`config.mk`:
```
export PLATFORM = sky130hd
export DESIGN_NAME = apc_port
export DESIGN_NICKNAME = d
export VERILOG_FILES = /design/src/pkg/apc_pkg.sv /design/src/pkg/apc_stream_if.sv /design/src/design/apc_fifo.sv /design/src/design/apc_port.sv
export VERILOG_INCLUDE_DIRS = /design/src /design/src/pkg
export SDC_FILE = /design/constraint.sdc
export NUM_CORES = 1
export LEC_CHECK = 0
export ABC_AREA = 0
export BUFFER_PORTS_ARGS = -buffer_cell sky130_fd_sc_hd__buf_4
export CORE_MARGIN = 2
export CORE_UTILIZATION = 45
export CTS_BUF_LIST = sky130_fd_sc_hd__clkbuf_8 sky130_fd_sc_hd__clkbuf_16
export DETAILED_ROUTE_END_ITERATION = 7
export MAX_ROUTING_LAYER = met4
export PLACE_DENSITY_LB_ADDON = 0.25
export SLEW_MARGIN = 20
export SYNTH_ARGS = -nofsm -noshare
export SYNTH_HDL_FRONTEND = slang
export SYNTH_SLANG_ARGS = --single-unit
```
`constraint.sdc`:
```
create_clock -name clk -period 3.9 [get_ports clk]
set_clock_uncertainty 0.2 [all_clocks]
set_input_delay 0.39 -clock clk [delete_from_list [all_inputs] [get_ports clk]]
set_output_delay 0.39 -clock clk [all_outputs]
set_load 0.02 [all_outputs]
```
`src/pkg/apc_regs.svh`:
```
// Constants for the auxiliary serial PCM codec port.
// Assumes a 100 MHz system clock; included by bare name.
`ifndef APC_REGS_SVH
`define APC_REGS_SVH

`define APC_WORD_BITS 16
`define APC_FIFO_DEPTH 8
`define APC_CLK_PERIOD_NS 10
`define APC_SAMPLE_PERIOD_NS 125000
`define APC_SAMPLE_CYCLES (`APC_SAMPLE_PERIOD_NS / `APC_CLK_PERIOD_NS)
`define APC_RESET_MIN_NS 100
`define APC_BITCNT_DONE 5'h10

`define APC_CFG_OFF 4'h0
`define APC_CFG_CODEC 4'h1
`define APC_CFG_XCVR 4'h2
`define APC_CFG_SHARED 4'h3

`endif

```
`src/pkg/apc_pkg.sv`:
```
// Types for the auxiliary serial PCM codec port.
// Assumes apc_regs.svh supplies the numeric constants.
package apc_pkg;
  typedef enum logic [3:0] {
    APC_IDLE   = 4'h1,
    APC_CODEC  = 4'h2,
    APC_XCVR   = 4'h4,
    APC_FINISH = 4'h8
  } apc_state_t;
endpackage

```
`src/pkg/apc_stream_if.sv`:
```
// Valid/ready word stream between the port logic and its FIFO.
// Assumes both ends share one clock.
`timescale 1ns/1ps
interface apc_stream_if #(parameter int WIDTH = 16);
  logic valid;
  logic ready;
  logic [WIDTH-1:0] data;
  modport src (output valid, output data, input ready);
  modport snk (input valid, input data, output ready);
endinterface

```
`src/design/apc_fifo.sv`:
```
// Word FIFO held in flip-flops, valid/ready on both sides.
// Assumes synchronous active-low reset; DEPTH a power of two.
`timescale 1ns/1ps
module apc_fifo #(
  parameter int WIDTH = 16,
  parameter int DEPTH = 8
) (
  input wire logic clk,        // System clock
  input wire logic resetn,     // Synchronous reset, active low
  apc_stream_if.snk pushSide,  // Filling side
  apc_stream_if.src popSide    // Draining side
);
  localparam int AW = $clog2(DEPTH);

  logic [WIDTH-1:0] mem [DEPTH];
  logic [AW-1:0] wrPtr_reg;
  logic [AW-1:0] rdPtr_reg;
  logic [AW:0] count_reg;
  logic [AW:0] count_next;
  logic inReady_reg;
  logic push;
  logic pop;

  assign push = pushSide.valid && inReady_reg;
  assign pop = popSide.ready && (count_reg != '0);
  assign pushSide.ready = inReady_reg;
  assign popSide.valid = (count_reg != '0);
  assign popSide.data = mem[rdPtr_reg];

  always_comb
  begin
    count_next = count_reg;
    if (push && !pop)
      count_next = count_reg + 1'b1;
    else if (pop && !push)
      count_next = count_reg - 1'b1;
  end

  genvar i;
  generate
    for (i = 0; i < DEPTH; i++)
    begin : g_entry
      always_ff @(posedge clk)
      begin
        if (push && wrPtr_reg == AW'(i))
          mem[i] <= pushSide.data;
      end
    end
  endgenerate

  always_ff @(posedge clk)
  begin
    if (!resetn)
    begin
      wrPtr_reg <= '0;
      rdPtr_reg <= '0;
      count_reg <= '0;
      inReady_reg <= 1'b0;
    end
    else
    begin
      if (push)
        wrPtr_reg <= wrPtr_reg + 1'b1;
      if (pop)
        rdPtr_reg <= rdPtr_reg + 1'b1;
      count_reg <= count_next;
      // Registered so the source sees full without a combinational path
      inReady_reg <= (count_next != (AW+1)'(DEPTH));
    end
  end
endmodule

```
`src/design/apc_port.sv`:
```
// Auxiliary serial port: PCM codec stream plus transceiver pass-through.
// Assumes the far side supplies the shift clock on the pins, idle low between words.
`timescale 1ns/1ps
`include "apc_regs.svh"

// Functional notes
// - Transceiver and codec share clock and data, each with its own select.
// - Reset returns everything, serial port included, to power-on state.
// - One protocol active; host writes its four-bit select field.
// - Port operating mode comes from four host-written configuration bits.
// - Codec mode carries 16-bit PCM samples at 8 ksps each way.
// - Transmit samples are lowpass filtered then shifted out toward the vocoder.
// - Received samples are shifted in, filtered, then attenuated to the output.
// - With quadrature receive, transceiver traffic shares the port on its own select.
// - Host words pass through to transceiver registers over the shared port.
module apc_port #(
  parameter int unsigned SAMPLE_CYCLES = `APC_SAMPLE_CYCLES
) (
  input wire logic clk,                 // 100 MHz system clock
  input wire logic resetn,              // Synchronous reset, active low
  input wire logic [3:0] portConfig,    // Port configuration block bits
  input wire logic [3:0] protocolConfig, // Protocol select field
  input wire logic protocolWrite,       // Strobe loading protocolConfig
  input wire logic quadMode,            // Quadrature receive selected
  input wire logic [2:0] audioAtten,    // Output attenuation, 6 dB steps
  input wire logic [15:0] txSample,     // Microphone PCM sample
  input wire logic txValid,             // txSample offered
  output logic txReady,                 // FIFO can take txSample
  output logic [15:0] rxSample,         // Filtered, attenuated audio
  output logic rxValid,                 // One-cycle pulse with rxSample
  input wire logic [15:0] xcvrWord,     // Pass-through word for transceiver
  input wire logic xcvrValid,           // xcvrWord offered
  output logic xcvrReady,               // Pass-through word can be taken
  output logic [3:0] activeProtocol,    // Protocol in force
  input wire logic auxPortShiftClock,   // Shift clock from far side
  input wire logic auxPortSerialIn,     // Serial data from vocoder
  output logic auxPortSerialOut,        // Serial data to vocoder or transceiver
  output logic auxPortSelectN,          // Transceiver select, active low
  output logic codecSelectOutN          // Codec select, active low
);
  localparam logic [13:0] FRAME_LAST = 14'(SAMPLE_CYCLES - 1);

  apc_pkg::apc_state_t state_reg;
  apc_stream_if #(.WIDTH(`APC_WORD_BITS)) txIn ();
  apc_stream_if #(.WIDTH(`APC_WORD_BITS)) txOut ();

  logic sclkS1, sclkS2, sclkS3;
  logic sinS1, sinS2;
  logic sclkRise, sclkFall;
  logic [3:0] cfg_reg;
  logic quad_reg;
  logic [13:0] frameCnt_reg;
  logic frameTick;
  logic framePend_reg;
  logic [15:0] txPrev_reg;
  logic [15:0] rxPrev_reg;
  logic [15:0] shiftOut_reg;
  logic [15:0] shiftIn_reg;
  logic [4:0] bitCnt_reg;
  logic [15:0] xcvrPend_reg;
  logic xcvrHave_reg;
  logic codecOn, xcvrOn;
  logic startCodec, startXcvr;
  logic [16:0] txSum;
  logic [16:0] rxSum;
  logic [15:0] rxFilt;

  // Link clock and data cross into clk domain through two flops
  always_ff @(posedge clk)
  begin
    if (!resetn)
    begin
      sclkS1 <= 1'b0;
      sclkS2 <= 1'b0;
      sclkS3 <= 1'b0;
      sinS1 <= 1'b0;
      sinS2 <= 1'b0;
    end
    else
    begin
      sclkS1 <= auxPortShiftClock;
      sclkS2 <= sclkS1;
      sclkS3 <= sclkS2;
      sinS1 <= auxPortSerialIn;
      sinS2 <= sinS1;
    end
  end

  assign sclkRise = sclkS2 && !sclkS3;
  assign sclkFall = !sclkS2 && sclkS3;

  // Mode bits only change between words so a frame never tears
  always_ff @(posedge clk)
  begin
    if (!resetn)
    begin
      cfg_reg <= `APC_CFG_OFF;
      quad_reg <= 1'b0;
    end
    else if (state_reg == apc_pkg::APC_IDLE)
    begin
      cfg_reg <= portConfig;
      quad_reg <= quadMode;
    end
  end

  always_ff @(posedge clk)
  begin
    if (!resetn)
      activeProtocol <= 4'h0;
    else if (protocolWrite)
      activeProtocol <= protocolConfig;
  end

  assign codecOn = (cfg_reg == `APC_CFG_CODEC) || (cfg_reg == `APC_CFG_SHARED);
  assign xcvrOn = (cfg_reg == `APC_CFG_XCVR) || ((cfg_reg == `APC_CFG_SHARED) && quad_reg);

  // Sample period timer
  assign frameTick = (frameCnt_reg == 14'h0000);

  always_ff @(posedge clk)
  begin
    if (!resetn)
      frameCnt_reg <= FRAME_LAST;
    else if (frameTick)
      frameCnt_reg <= FRAME_LAST;
    else
      frameCnt_reg <= frameCnt_reg - 14'h0001;
  end

  // Set wins over the clear taken when a frame starts
  always_ff @(posedge clk)
  begin
    if (!resetn)
      framePend_reg <= 1'b0;
    else if (frameTick && codecOn)
      framePend_reg <= 1'b1;
    else if (startCodec || !codecOn)
      framePend_reg <= 1'b0;
  end

  // Two-tap lowpass on the microphone path ahead of the FIFO
  assign txSum = {txSample[15], txSample} + {txPrev_reg[15], txPrev_reg};
  assign txIn.valid = txValid;
  assign txIn.data = txSum[16:1];
  assign txReady = txIn.ready;

  always_ff @(posedge clk)
  begin
    if (!resetn)
      txPrev_reg <= 16'h0000;
    else if (txValid && txIn.ready)
      txPrev_reg <= txSample;
  end

  apc_fifo #(.WIDTH(`APC_WORD_BITS), .DEPTH(`APC_FIFO_DEPTH)) uTxFifo (
    .clk(clk),
    .resetn(resetn),
    .pushSide(txIn),
    .popSide(txOut)
  );

  // Codec frames take precedence over pass-through words
  assign startCodec = (state_reg == apc_pkg::APC_IDLE) && framePend_reg && codecOn;
  assign startXcvr = (state_reg == apc_pkg::APC_IDLE) && !framePend_reg && xcvrHave_reg && xcvrOn;
  assign txOut.ready = startCodec;

  always_ff @(posedge clk)
  begin
    if (!resetn)
    begin
      xcvrHave_reg <= 1'b0;
      xcvrPend_reg <= 16'h0000;
      xcvrReady <= 1'b0;
    end
    else
    begin
      if (xcvrValid && xcvrReady)
      begin
        xcvrHave_reg <= 1'b1;
        xcvrPend_reg <= xcvrWord;
        xcvrReady <= 1'b0;
      end
      else if (startXcvr)
      begin
        xcvrHave_reg <= 1'b0;
        xcvrReady <= 1'b1;
      end
      else
        xcvrReady <= !xcvrHave_reg;
    end
  end

  always_ff @(posedge clk)
  begin
    if (!resetn)
      state_reg <= apc_pkg::APC_IDLE;
    else
    begin
      unique case (state_reg)
        apc_pkg::APC_IDLE:
          if (startCodec)
            state_reg <= apc_pkg::APC_CODEC;
          else if (startXcvr)
            state_reg <= apc_pkg::APC_XCVR;
        apc_pkg::APC_CODEC, apc_pkg::APC_XCVR:
          if (bitCnt_reg == `APC_BITCNT_DONE)
            state_reg <= apc_pkg::APC_FINISH;
        apc_pkg::APC_FINISH:
          state_reg <= apc_pkg::APC_IDLE;
      endcase
    end
  end

  // Bits change on falling shift-clock edges, sampled on rising ones
  always_ff @(posedge clk)
  begin
    if (!resetn)
    begin
      shiftOut_reg <= 16'h0000;
      shiftIn_reg <= 16'h0000;
      bitCnt_reg <= 5'h00;
    end
    else if (startCodec)
    begin
      // An empty FIFO sends silence rather than stalling the frame
      shiftOut_reg <= txOut.valid ? txOut.data : 16'h0000;
      bitCnt_reg <= 5'h00;
    end
    else if (startXcvr)
    begin
      shiftOut_reg <= xcvrPend_reg;
      bitCnt_reg <= 5'h00;
    end
    else if (state_reg == apc_pkg::APC_CODEC || state_reg == apc_pkg::APC_XCVR)
    begin
      if (sclkRise && bitCnt_reg != `APC_BITCNT_DONE)
      begin
        shiftIn_reg <= {shiftIn_reg[14:0], sinS2};
        bitCnt_reg <= bitCnt_reg + 5'h01;
      end
      if (sclkFall && bitCnt_reg != 5'h00)
        shiftOut_reg <= {shiftOut_reg[14:0], 1'b0};
    end
  end

  always_ff @(posedge clk)
  begin
    if (!resetn)
    begin
      codecSelectOutN <= 1'b1;
      auxPortSelectN <= 1'b1;
      auxPortSerialOut <= 1'b0;
    end
    else
    begin
      codecSelectOutN <= !(startCodec || (state_reg == apc_pkg::APC_CODEC));
      auxPortSelectN <= !(startXcvr || (state_reg == apc_pkg::APC_XCVR));
      if (state_reg == apc_pkg::APC_CODEC || state_reg == apc_pkg::APC_XCVR)
        auxPortSerialOut <= shiftOut_reg[15];
      else
        auxPortSerialOut <= 1'b0;
    end
  end

  // Receive filter and attenuator
  assign rxSum = {shiftIn_reg[15], shiftIn_reg} + {rxPrev_reg[15], rxPrev_reg};
  assign rxFilt = rxSum[16:1];

  always_ff @(posedge clk)
  begin
    if (!resetn)
    begin
      rxPrev_reg <= 16'h0000;
      rxSample <= 16'h0000;
      rxValid <= 1'b0;
    end
    else
    begin
      rxValid <= 1'b0;
      if (state_reg == apc_pkg::APC_FINISH && !codecSelectOutN)
      begin
        rxPrev_reg <= shiftIn_reg;
        rxSample <= 16'($signed(rxFilt) >>> audioAtten);
        rxValid <= 1'b1;
      end
    end
  end

  property p_selExclusive;
    @(posedge clk) disable iff (!resetn)
    !(!codecSelectOutN && !auxPortSelectN);
  endproperty
  a_selExclusive: assert property (p_selExclusive) else $error("both selects low");

  property p_resetIdle;
    @(posedge clk)
    !resetn |=> (state_reg == apc_pkg::APC_IDLE) && codecSelectOutN && auxPortSelectN && !rxValid;
  endproperty
  a_resetIdle: assert property (p_resetIdle) else $error("reset did not reinitialise port");

  property p_protoHeld;
    @(posedge clk) disable iff (!resetn)
    !protocolWrite |=> $stable(activeProtocol);
  endproperty
  a_protoHeld: assert property (p_protoHeld) else $error("protocol changed without write");

  property p_offSilent;
    @(posedge clk) disable iff (!resetn)
    (cfg_reg == `APC_CFG_OFF) && (state_reg == apc_pkg::APC_IDLE) |=> codecSelectOutN && auxPortSelectN;
  endproperty
  a_offSilent: assert property (p_offSilent) else $error("port active while disabled");

  property p_frameReload;
    @(posedge clk) disable iff (!resetn)
    frameTick |=> (frameCnt_reg == FRAME_LAST) ##1 (frameCnt_reg == FRAME_LAST - 14'h0001);
  endproperty
  a_frameReload: assert property (p_frameReload) else $error("sample period not kept");

  property p_msbFirst;
    @(posedge clk) disable iff (!resetn)
    startCodec && txOut.valid |=> ##1 (auxPortSerialOut == $past(txOut.data[15], 2));
  endproperty
  a_msbFirst: assert property (p_msbFirst) else $error("first bit not sample MSB");

  property p_rxDeliver;
    @(posedge clk) disable iff (!resetn)
    (state_reg == apc_pkg::APC_FINISH) && !codecSelectOutN |=> rxValid ##1 !rxValid;
  endproperty
  a_rxDeliver: assert property (p_rxDeliver) else $error("received sample not delivered");

  property p_xcvrGated;
    @(posedge clk) disable iff (!resetn)
    $fell(auxPortSelectN) |-> $past(xcvrOn);
  endproperty
  a_xcvrGated: assert property (p_xcvrGated) else $error("transceiver select outside allowed mode");

  property p_sixteenBits;
    @(posedge clk) disable iff (!resetn)
    (state_reg == apc_pkg::APC_FINISH) |-> (bitCnt_reg == `APC_BITCNT_DONE) && $past(codecSelectOutN && auxPortSelectN, 1) == 1'b0;
  endproperty
  a_sixteenBits: assert property (p_sixteenBits) else $error("word not 16 bits in one select");
endmodule

```
Word level (Yosys, flattened, before mapping)
Memories as Yosys holds them, arrays and structs flattened. A register that Yosys moved wholly into a read port is not among the register bits.
Cells that the tools add are included.
{ "op_classes": {"n_addsub": 8, "n_eq_ne": 19, "shift": 1, "muxes": 56, "n_bitwise": 3, "n_reduce_logical": 65} }
{ "op_table": {"columns": ["cell", "n"], "rows": [
  ["16-bit two-way mux", 12],
  ["16-bit OR reduction", 7],
  ["16-bit by 16-bit adder with 17-bit output", 2],
  ["1-bit two-way mux", 29],
  ["3-bit two-way mux", 9],
  ["1-bit logical AND", 25],
  ["4-bit two-way mux", 5],
  ["16-bit by 3-bit >>> shifter with 16-bit output", 1],
  ["14-bit zero test", 1],
  ["14-bit by 1-bit subtractor with 14-bit output (second input constant)", 1],
  ["3-bit == test (second input constant)", 4],
  ["4-bit by 2-bit == test with 1-bit output (second input constant)", 3],
  ["4-bit one-hot mux with 3 select lines", 1],
  ["1-bit zero test", 10],
  ["4-bit by 1-bit == test with 1-bit output (second input constant)", 2],
  ["2-bit AND reduction", 4],
  ["3-bit by 1-bit adder with 3-bit output (second input constant)", 2],
  ["3-bit by 2-bit == test with 1-bit output (second input constant)", 2],
  ["1-bit logical OR", 6],
  ["3-bit nonzero test", 2],
  ["2-bit OR reduction", 3],
  ["5-bit by 1-bit adder with 5-bit output (second input constant)", 1],
  ["5-bit == test (second input constant)", 1],
  ["5-bit inequality test (second input constant)", 1],
  ["15 further kinds", 18]
]} }
{ "word_totals": {"regBits": 151, "ram_bits": 128, "input_bits": 51, "out_inout_bits": 26, "wordCells": 181, "memories": 1} }
{ "memory_table": {"columns": ["name", "depth", "word_bits", "rd", "rd_clocked_by_memory_dff", "wr", "line", "source"], "rows": [
  ["uTxFifo.mem", 8, 16, 1, 1, 1, "apc_fifo.sv:15", "logic [WIDTH-1:0] mem [DEPTH];"]
]} }

Logic depth before layout (Yosys ltp)
Gate-level depths: netlist of run 1.
{ "depth": {"ltp_word": 12, "ltp_mapped": 11, "depth_no_buf": 10} }

Hierarchy
Synthesis of run 1 repeated with hierarchy kept, for this count alone.
{ "unflattened": {"hier_cells": 1187, "hier_area_um2": 12923.6} }
{ "by_module_without_submodules": {"columns": ["module", "instances", "cells_each", "area_per_inst_um2", "seq_area_each_um2"], "rows": [
  ["apc_port", 1, 921, 7387.1, 2802.7],
  ["apc_fifo", 1, 266, 5536.6, 4124.0]
]} }

Least setup slack after synthesis of run 1
OpenSTA, ideal clock, no wires.
{ "synth_timing": {"path_kind": "reg2reg", "from": "reg shiftIn_reg[0]", "to": "reg rxSample[6]", "setup_time_ns": 0.065, "arrival_ns": 2.888, "required_ns": 3.635, "setup_slack_ns": 0.747, "stages_incl_launch_ff": 11, "n_path_buf": 0, "period_less_slack_ns": 3.153, "path_cell_list": "dfxtp_1 -> and2_1 -> fa_1 -> a21o_1 -> a221o_1 -> a41oi_1 -> o311ai_4 -> xnor2_1 -> mux4_2 -> a22o_1 -> nor2_1"} }
{ "synth_between": {"elab_chain_len": 2} }
{ "synth_lines": {"columns": ["element", "line", "source"], "rows": [
  ["from (decl)", "apc_port.sv:58", "logic [15:0] shiftIn_reg;"],
  ["from (signal assigned)", "apc_port.sv:239", "shiftIn_reg <= {shiftIn_reg[14:0], sinS2};"],
  ["16-bit by 16-bit adder with 17-bit output", "apc_port.sv:267", "assign rxSum = {shiftIn_reg[15], shiftIn_reg} + {rxPrev_reg[15], rxPrev_reg};"],
  ["16-bit by 3-bit >>> shifter with 16-bit output", "apc_port.sv:284", "rxSample <= 16'($signed(rxFilt) >>> audioAtten);"],
  ["to (signal assigned)", "apc_port.sv:284", null],
  ["to (decl)", "apc_port.sv:29", "output logic [15:0] rxSample,"]
]} }
No other way between the ends.
A chain may end at the register's enable or synchronous reset.

Worst setup path after layout of run 1
{ "layout_timing": {"from": "in txSample[0]", "to": "mem uTxFifo.mem[2][15], data pin"} }
{ "layout_between": {"elab_chain_len": 8} }
{ "layout_lines": {"columns": ["element", "line", "source"], "rows": [
  ["from (decl)", "apc_port.sv:26", "input wire logic [15:0] txSample,"],
  ["16-bit by 16-bit adder with 17-bit output *", "apc_port.sv:143", "assign txSum = {txSample[15], txSample} + {txPrev_reg[15], txPrev_reg};"],
  ["named net txSum[16]", "apc_port.sv:64", "logic [16:0] txSum;"],
  ["16-bit two-way mux (no source line) (6 in series)", null, null],
  ["16-bit two-way mux (no source line) *", null, null],
  ["to (decl)", "apc_fifo.sv:15", null]
]} }
Mark *: on every way through the listed nets, which the timed path passes. The rest lies on a longest branch.

==> run summary, run 1 <==
Most common cell after layout, fill and taps aside = nand2_1
Post-placement cell count = 1566
Fraction of layout cells with a size suffix above 1 = 0.1548
Peak supply drop = 564.2 uV
# H-tree levels = 1
EDFF count, synth = 128
DRT iter0 DRCs = 595
Routed Antenna Nets = 0
Largest cells by area after synthesis = edfxtp_1 (30%), dfxtp_1 (24%), mux4_2 (6.9%)
Ant. Diodes = 0
Initial antenna violation count = 0
Final nets = 1363
RSZ-0062 raised after global routing = no
CP most frequent cell = o21ai_0
Final Hold Fails = 0
CP max stage delay = 0.55 ns
Post-place instance area = 13780 um2
Fin crit period = 3.446 ns
DIE WIDTH = 172.7 um
DRT Pass-1 Iters = 5
TritonCTS clock tree = done
Post-Syn Area = 12810 um2
Crit-path cells = dlygate4sd3_1, buf_4, and2_1, fa_1, a21o_1, a21oi_1, o21ai_0, nand2_1, o21ai_0, o41ai_2, o21ai_0, o2bb2ai_1
Critical path startpoint category = input port
Synth Area per Inst = 11.06 um2
Worst path bufs/invs = 2
Remaining Overflow, GRT = 0
DRC Markers = 0
Maximum buffer depth of the clock tree = 3
Net Count, Synth = 1253
# fillers = 2385
Slowest cell on crit path = dlygate4sd3_1
Max-Cap Viols = 0
Biggest area consumer among synthesized cells = edfxtp_1
Fmax = 0.2902 GHz
CP top delay family = compound AO/OA/AOI/OAI gates
Skew-Pair Late Insertion Delay = 0.55 ns
Area of the die = 29820 um2
Status = finished clean
WP data required = 3.98 ns
Ys async rst share = 0
Setup Fix Bufs, Post-CTS = 0
Critical Path AT = 3.53 ns
Slew headroom = 0.3286
Post-synth top area share = 0.3001
Met3 WL = 1.175 mm
Final Cell Area = 15310 um2
Post-Syn Instances = 1158
Tot Pwr = 0.006728 W
Core Rows = 61
Vias in the first global route = 8751
Max FO, Critical Path = 8
Area grow syn2layout = 19.54%
DR vias = 9079
Routed wl met2 = 13.10 mm
Count of final setup violators = 0
Sink Count = 282
Crit Path Category = input port to flip-flop
First-pass GRT wire length = 44.91 mm
Port bufs = 76
Least-Margin Pin Slew = 1.007 ns
Die H = 172.7 um
Slew Limit Fails = 0
CTS buffer count = 30
Routed length per instance = 16.47 um
Core area = 27930 um2
Post-DP HPWL = 17.86 mm
CP Capture Type = flip-flop
Wirelength, routed = 27.50 mm
Post-synth top flop = dfxtp_1
Total GRT Usage = 0.1871
Ports = 77
RePlAce Congestion = 0.8525
TNS Setup = 0 ns
Yosys cell types = 67
CTS Root Buffer Type = clkbuf_16
Max reg flops = 128
Finished Layout Cells = 1670
Flops & latches, synth = 282
Warnings from Yosys = 0
Clock-pin slew on the worst setup and hold paths = 0.06 ns
Hold Crit Class = input port to flip-flop
Commonest cells after routing, fill and taps aside = nand2_1 (159), dfxtp_1 (153), edfxtp_1 (128), nor2_1 (106), buf_4 (96)
Top Layer Used = met4
PwrDens = 439.5 nW/um2
Largest net degree at the start of global routing = 43
Sequential element share of the synthesized area = 0.5409
Biggest register = uTxFifo.mem
M1 wire length = 12.73 mm
Leak pwr = 5.663 nW
Avg Vias per Cell = 5.437
Final worst-path cycle share = 0.8835
Starting Density = 0.4584
WHS = 0.03287 ns
[worst min-delay path, delay by kind of cell]
| kind | cells | cell delay, ns |
|---|---|---|
| AO/OA/AOI/OAI | 1 | 0.07 |
| buffers and inverters | 1 | 0.18 |
| AND/OR/NAND/NOR | 1 | 0.08 |
[synth_stat cells, types with 3 or more instances]
library cell,instances
nand2_1,159
dfxtp_1,154
edfxtp_1,128
nor2_1,106
a21oi_1,85
clkbuf_1,52
ha_1,42
mux2i_1,42
mux4_2,39
o21ai_0,32
a211oi_1,27
xnor2_1,25
inv_1,20
nor3_1,19
xor2_1,18
a221oi_1,17
and2_1,17
nand3_1,17
and3_1,14
buf_1,13
nand2b_1,12
a21o_1,9
nand4_1,8
o21a_1,7
o31ai_1,7
a22o_1,6
or3_1,6
a31oi_1,5
nor4_1,5
o31a_1,5
nor2b_1,4
o211ai_1,4
a2111oi_0,3
a32oi_1,3
nor3b_1,3
or4_1,3
[where the power goes]
group	switching, W	leakage [nW]	internal (W)
combinational	0.000313	2.72	0.000223
sequential	0.0000432	2.41	0.00320
clock	0.00115	0.538	0.00179
total	0.00151	5.66	0.00522
[final timing paths]
| path | from | endpoint | slack, ns | cells past startpoint |
|---|---|---|---|---|
| worst min-delay path | audioAtten[2] | rxSample[2] | 0.03 | 3 |
| worst min register to register | frameCnt_reg[0] | frameCnt_reg[0] | 0.21 | 1 |
| worst max-delay path | txSample[0] | uTxFifo.mem[2][15] | 0.45 | 12 |
| worst max register to register | shiftIn_reg[0] | rxSample[6] | 0.51 | 10 |
[routing by layer]
metal,track usage,vias to the layer above
met2,0.3069,190
met4,0.04273,0
met3,0.02573,43
met5,-,-
met1,0.2486,4362
li1,-,4484
[logic make-up after synthesis]
family / after synthesis / share of synthesized area
AO/OA/AOI/OAI: 238 / 0.1249
XOR/XNOR: 43 / 0.02941
adder cells (fa/ha/maj): 44 / 0.04416
buffers and inverters: 89 / 0.02677
flip-flops: 282 / 0.5409
multiplexers: 81 / 0.1014
AND/OR/NAND/NOR: 381 / 0.1325
[cell type report]
cell class,instances,area [um2],share of cell area
Timing Repair Buffer,145,1221,0.07977
Tap cell,378,473.0,0.03090
Multi-Input combinational cell,787,5558,0.3631
Clock buffer,36,844.6,0.05517
Clock inverter,20,200.2,0.01308
Sequential cell,282,6928,0.4526
Inverter,22,83.83,0.005476
[metrics by stage]
stage	worst slack (ns)	utilization
after floorplan	0.7474	-
after global placement	0.3862	0.4931
after detailed placement	0.2486	0.4931
after CTS	0.2089	0.5477
after global routing	0.1644	0.5480
final	0.4544	0.5480
[repair_timing]
| action | 4_1_cts | 5_1_grt |
|---|---|---|
| endpoints found under the hold margin | 46 | 0 |
| gates resized for setup | 0 | 1 |
| hold buffers | 48 | 0 |
| endpoints found under the setup margin | 0 | 8 |
No activity file was read; power rests on OpenSTA's default activity.
==> run 2: changes to the inputs <==
PLACE_DENSITY_LB_ADDON = default   (was 0.25)
==> run 2 against run 1 <==
Compared with the run above: setup slack got worse by 0.0086 ns; combinational power hardly changed; die area is the same; critical endpoint is now rxSample[7]; largest cell class unchanged.
==> run summary, run 2 (synthesis results as in run 1) <==
RSZ-0062 raised after global routing = no
CTS Root Buffer Type = clkbuf_16
Peak supply drop = 333.6 uV
Maximum buffer depth of the clock tree = 3
Final Cell Area = 15260 um2
Comb power frac = 0.081
Commonest cells after routing, fill and taps aside = nand2_1 (159), dfxtp_1 (153), edfxtp_1 (128), nor2_1 (106), buf_4 (91)
Port bufs = 76
Area of the die = 29820 um2
NetSw = 0.001526 W
DRT Pass-1 Iters = 5
Ant. Diodes = 0
Clock-pin slew on the worst setup and hold paths = 0.06 ns
Avg Vias per Cell = 5.378
Clk pwr share = 0.430
Post-DP HPWL = 18.22 mm
Crit Path Category = flip-flop to flip-flop
Final Hold Fails = 0
Post-place instance area = 13780 um2
DRC Markers = 0
# H-tree levels = 1
Sw frac = 0.2299
Fraction of layout cells with a size suffix above 1 = 0.1515
Remaining Overflow, GRT = 0
Total GRT Usage = 0.1901
Fin crit period = 3.454 ns
Ports = 77
Slew headroom = 0.2908
Layout Utilization = 0.5464
Max-Cap Viols = 0
WHS Endpoint = rxSample[2]
Max reg flops = 128
Routed Antenna Nets = 0
PwrDens = 434.9 nW/um2
Hold Path Depth = 3
Max FO, Critical Path = 5
Count of final setup violators = 0
Vias in the first global route = 8706
Largest net degree at the start of global routing = 76
CTS buffer count = 30
Die H = 172.7 um
Final nets = 1360
Register share of total power = 0.489
Critical path startpoint category = flip-flop
Sink Count = 282
Critical Path AT = 3.74 ns
Reg2reg start = shiftIn_reg[0]
Initial antenna violation count = 0
Flop2flop setup slack = 0.45 ns
TritonCTS clock tree = done
Biggest register = uTxFifo.mem
R2R Path End = rxSample[7]
Core area = 27930 um2
Most common cell after layout, fill and taps aside = nand2_1
Slew Limit Fails = 0
DRT iter0 DRCs = 589
Final worst-path cycle share = 0.8857
Finished Layout Cells = 1665
Routed length per instance = 16.73 um
First-pass GRT wire length = 45.46 mm
Area grow syn2layout = 19.18%
Status = finished clean
HP Start = audioAtten[2]
RePlAce Congestion = 0.8995
Fmax = 0.2895 GHz
Post-placement cell count = 1563
DIE WIDTH = 172.7 um
TNS Setup = 0 ns
Cell-internal power = 0.005111 W
Hold Crit Class = input port to flip-flop
Setup Fix Bufs, Post-CTS = 0
Leak pwr = 5.620 nW
WP data required = 4.19 ns
Reg2reg path depth = 10
Starting Density = 0.4584
Skew-Pair Late Insertion Delay = 0.57 ns
CP Capture Type = flip-flop
DR vias = 8954
Wirelength, routed = 27.86 mm
Least-Margin Pin Slew = 1.064 ns
Core Rows = 61
[run 2: worst max-delay path by stage]
stage / start / to / slack [ns] / cells after the start
floorplan: shiftIn_reg[0] / rxSample[6] / 0.75 / 10
global placement: txSample[0] / uTxFifo.mem[6][15] / 0.46 / 11
detailed placement: txSample[0] / uTxFifo.mem[2][15] / 0.38 / 11
CTS: txSample[0] / uTxFifo.mem[4][15] / 0.39 / 12
global route: shiftIn_reg[0] / rxSample[7] / 0.23 / 10
finish: shiftIn_reg[0] / rxSample[7] / 0.45 / 10
[run 2: power by group through the flow]
stage	clock (W)	sequential (W)	combinational, W
6_report	0.00285	0.00325	0.000537
4_1_cts	0.00292	0.00325	0.000540
3_5_place_dp	0	0.00331	0.000499
2_1_floorplan	0	0.00330	0.000324
3_3_place_gp	0	0.00331	0.000490
5_1_grt	0.00304	0.00326	0.000598
[run 2: layer usage]
layer  vias up  track usage  wire [um]
met4         0      0.04237        570
met2       159       0.3138      13260
li1       4459            -          -
met1      4298       0.2503      12970
met5         -            -          0
met3        38      0.02792       1060
[run 2: timing repair]
item / CTS / global route
hold buffers: 48 / 0
setup endpoints to repair: 0 / 8
gates resized for setup: 0 / 1
endpoints found under the hold margin: 46 / 0
[run 2: cell type report]
class,count,area [um2]
Sequential cell,282,6928
Inverter,22,83.83
Clock buffer,31,764.5
Fill cell,2434,12670
Timing Repair Buffer,142,1224
Tap cell,378,473.0
Multi-Input combinational cell,787,5558
Clock inverter,23,231.5
[run 2: critical path: stages (launching register included)]
cell and delay [ns]:
dfxtp_1 0.34, and2_1 0.18, fa_1 0.39, a21o_1 0.19
a221o_1 0.36, a41oi_1 0.47, o311ai_4 0.19, mux2i_1 0.15
a2111oi_0 0.57, o21ai_0 0.16, a31oi_1 0.17
[run 2: metrics by stage]
| stage | worst slack [ns] | hold WS (ns) | total power (W) |
|---|---|---|---|
| floorplan | 0.7474 | 0.1850 | 0.003628 |
| global placement | 0.4588 | 0.2050 | 0.003798 |
| detailed placement | 0.3792 | 0.2068 | 0.003810 |
| CTS | 0.3899 | 0.0008178 | 0.006710 |
| global route | 0.2311 | 0.04283 | 0.006893 |
| finish | 0.4459 | 0.02432 | 0.006637 |
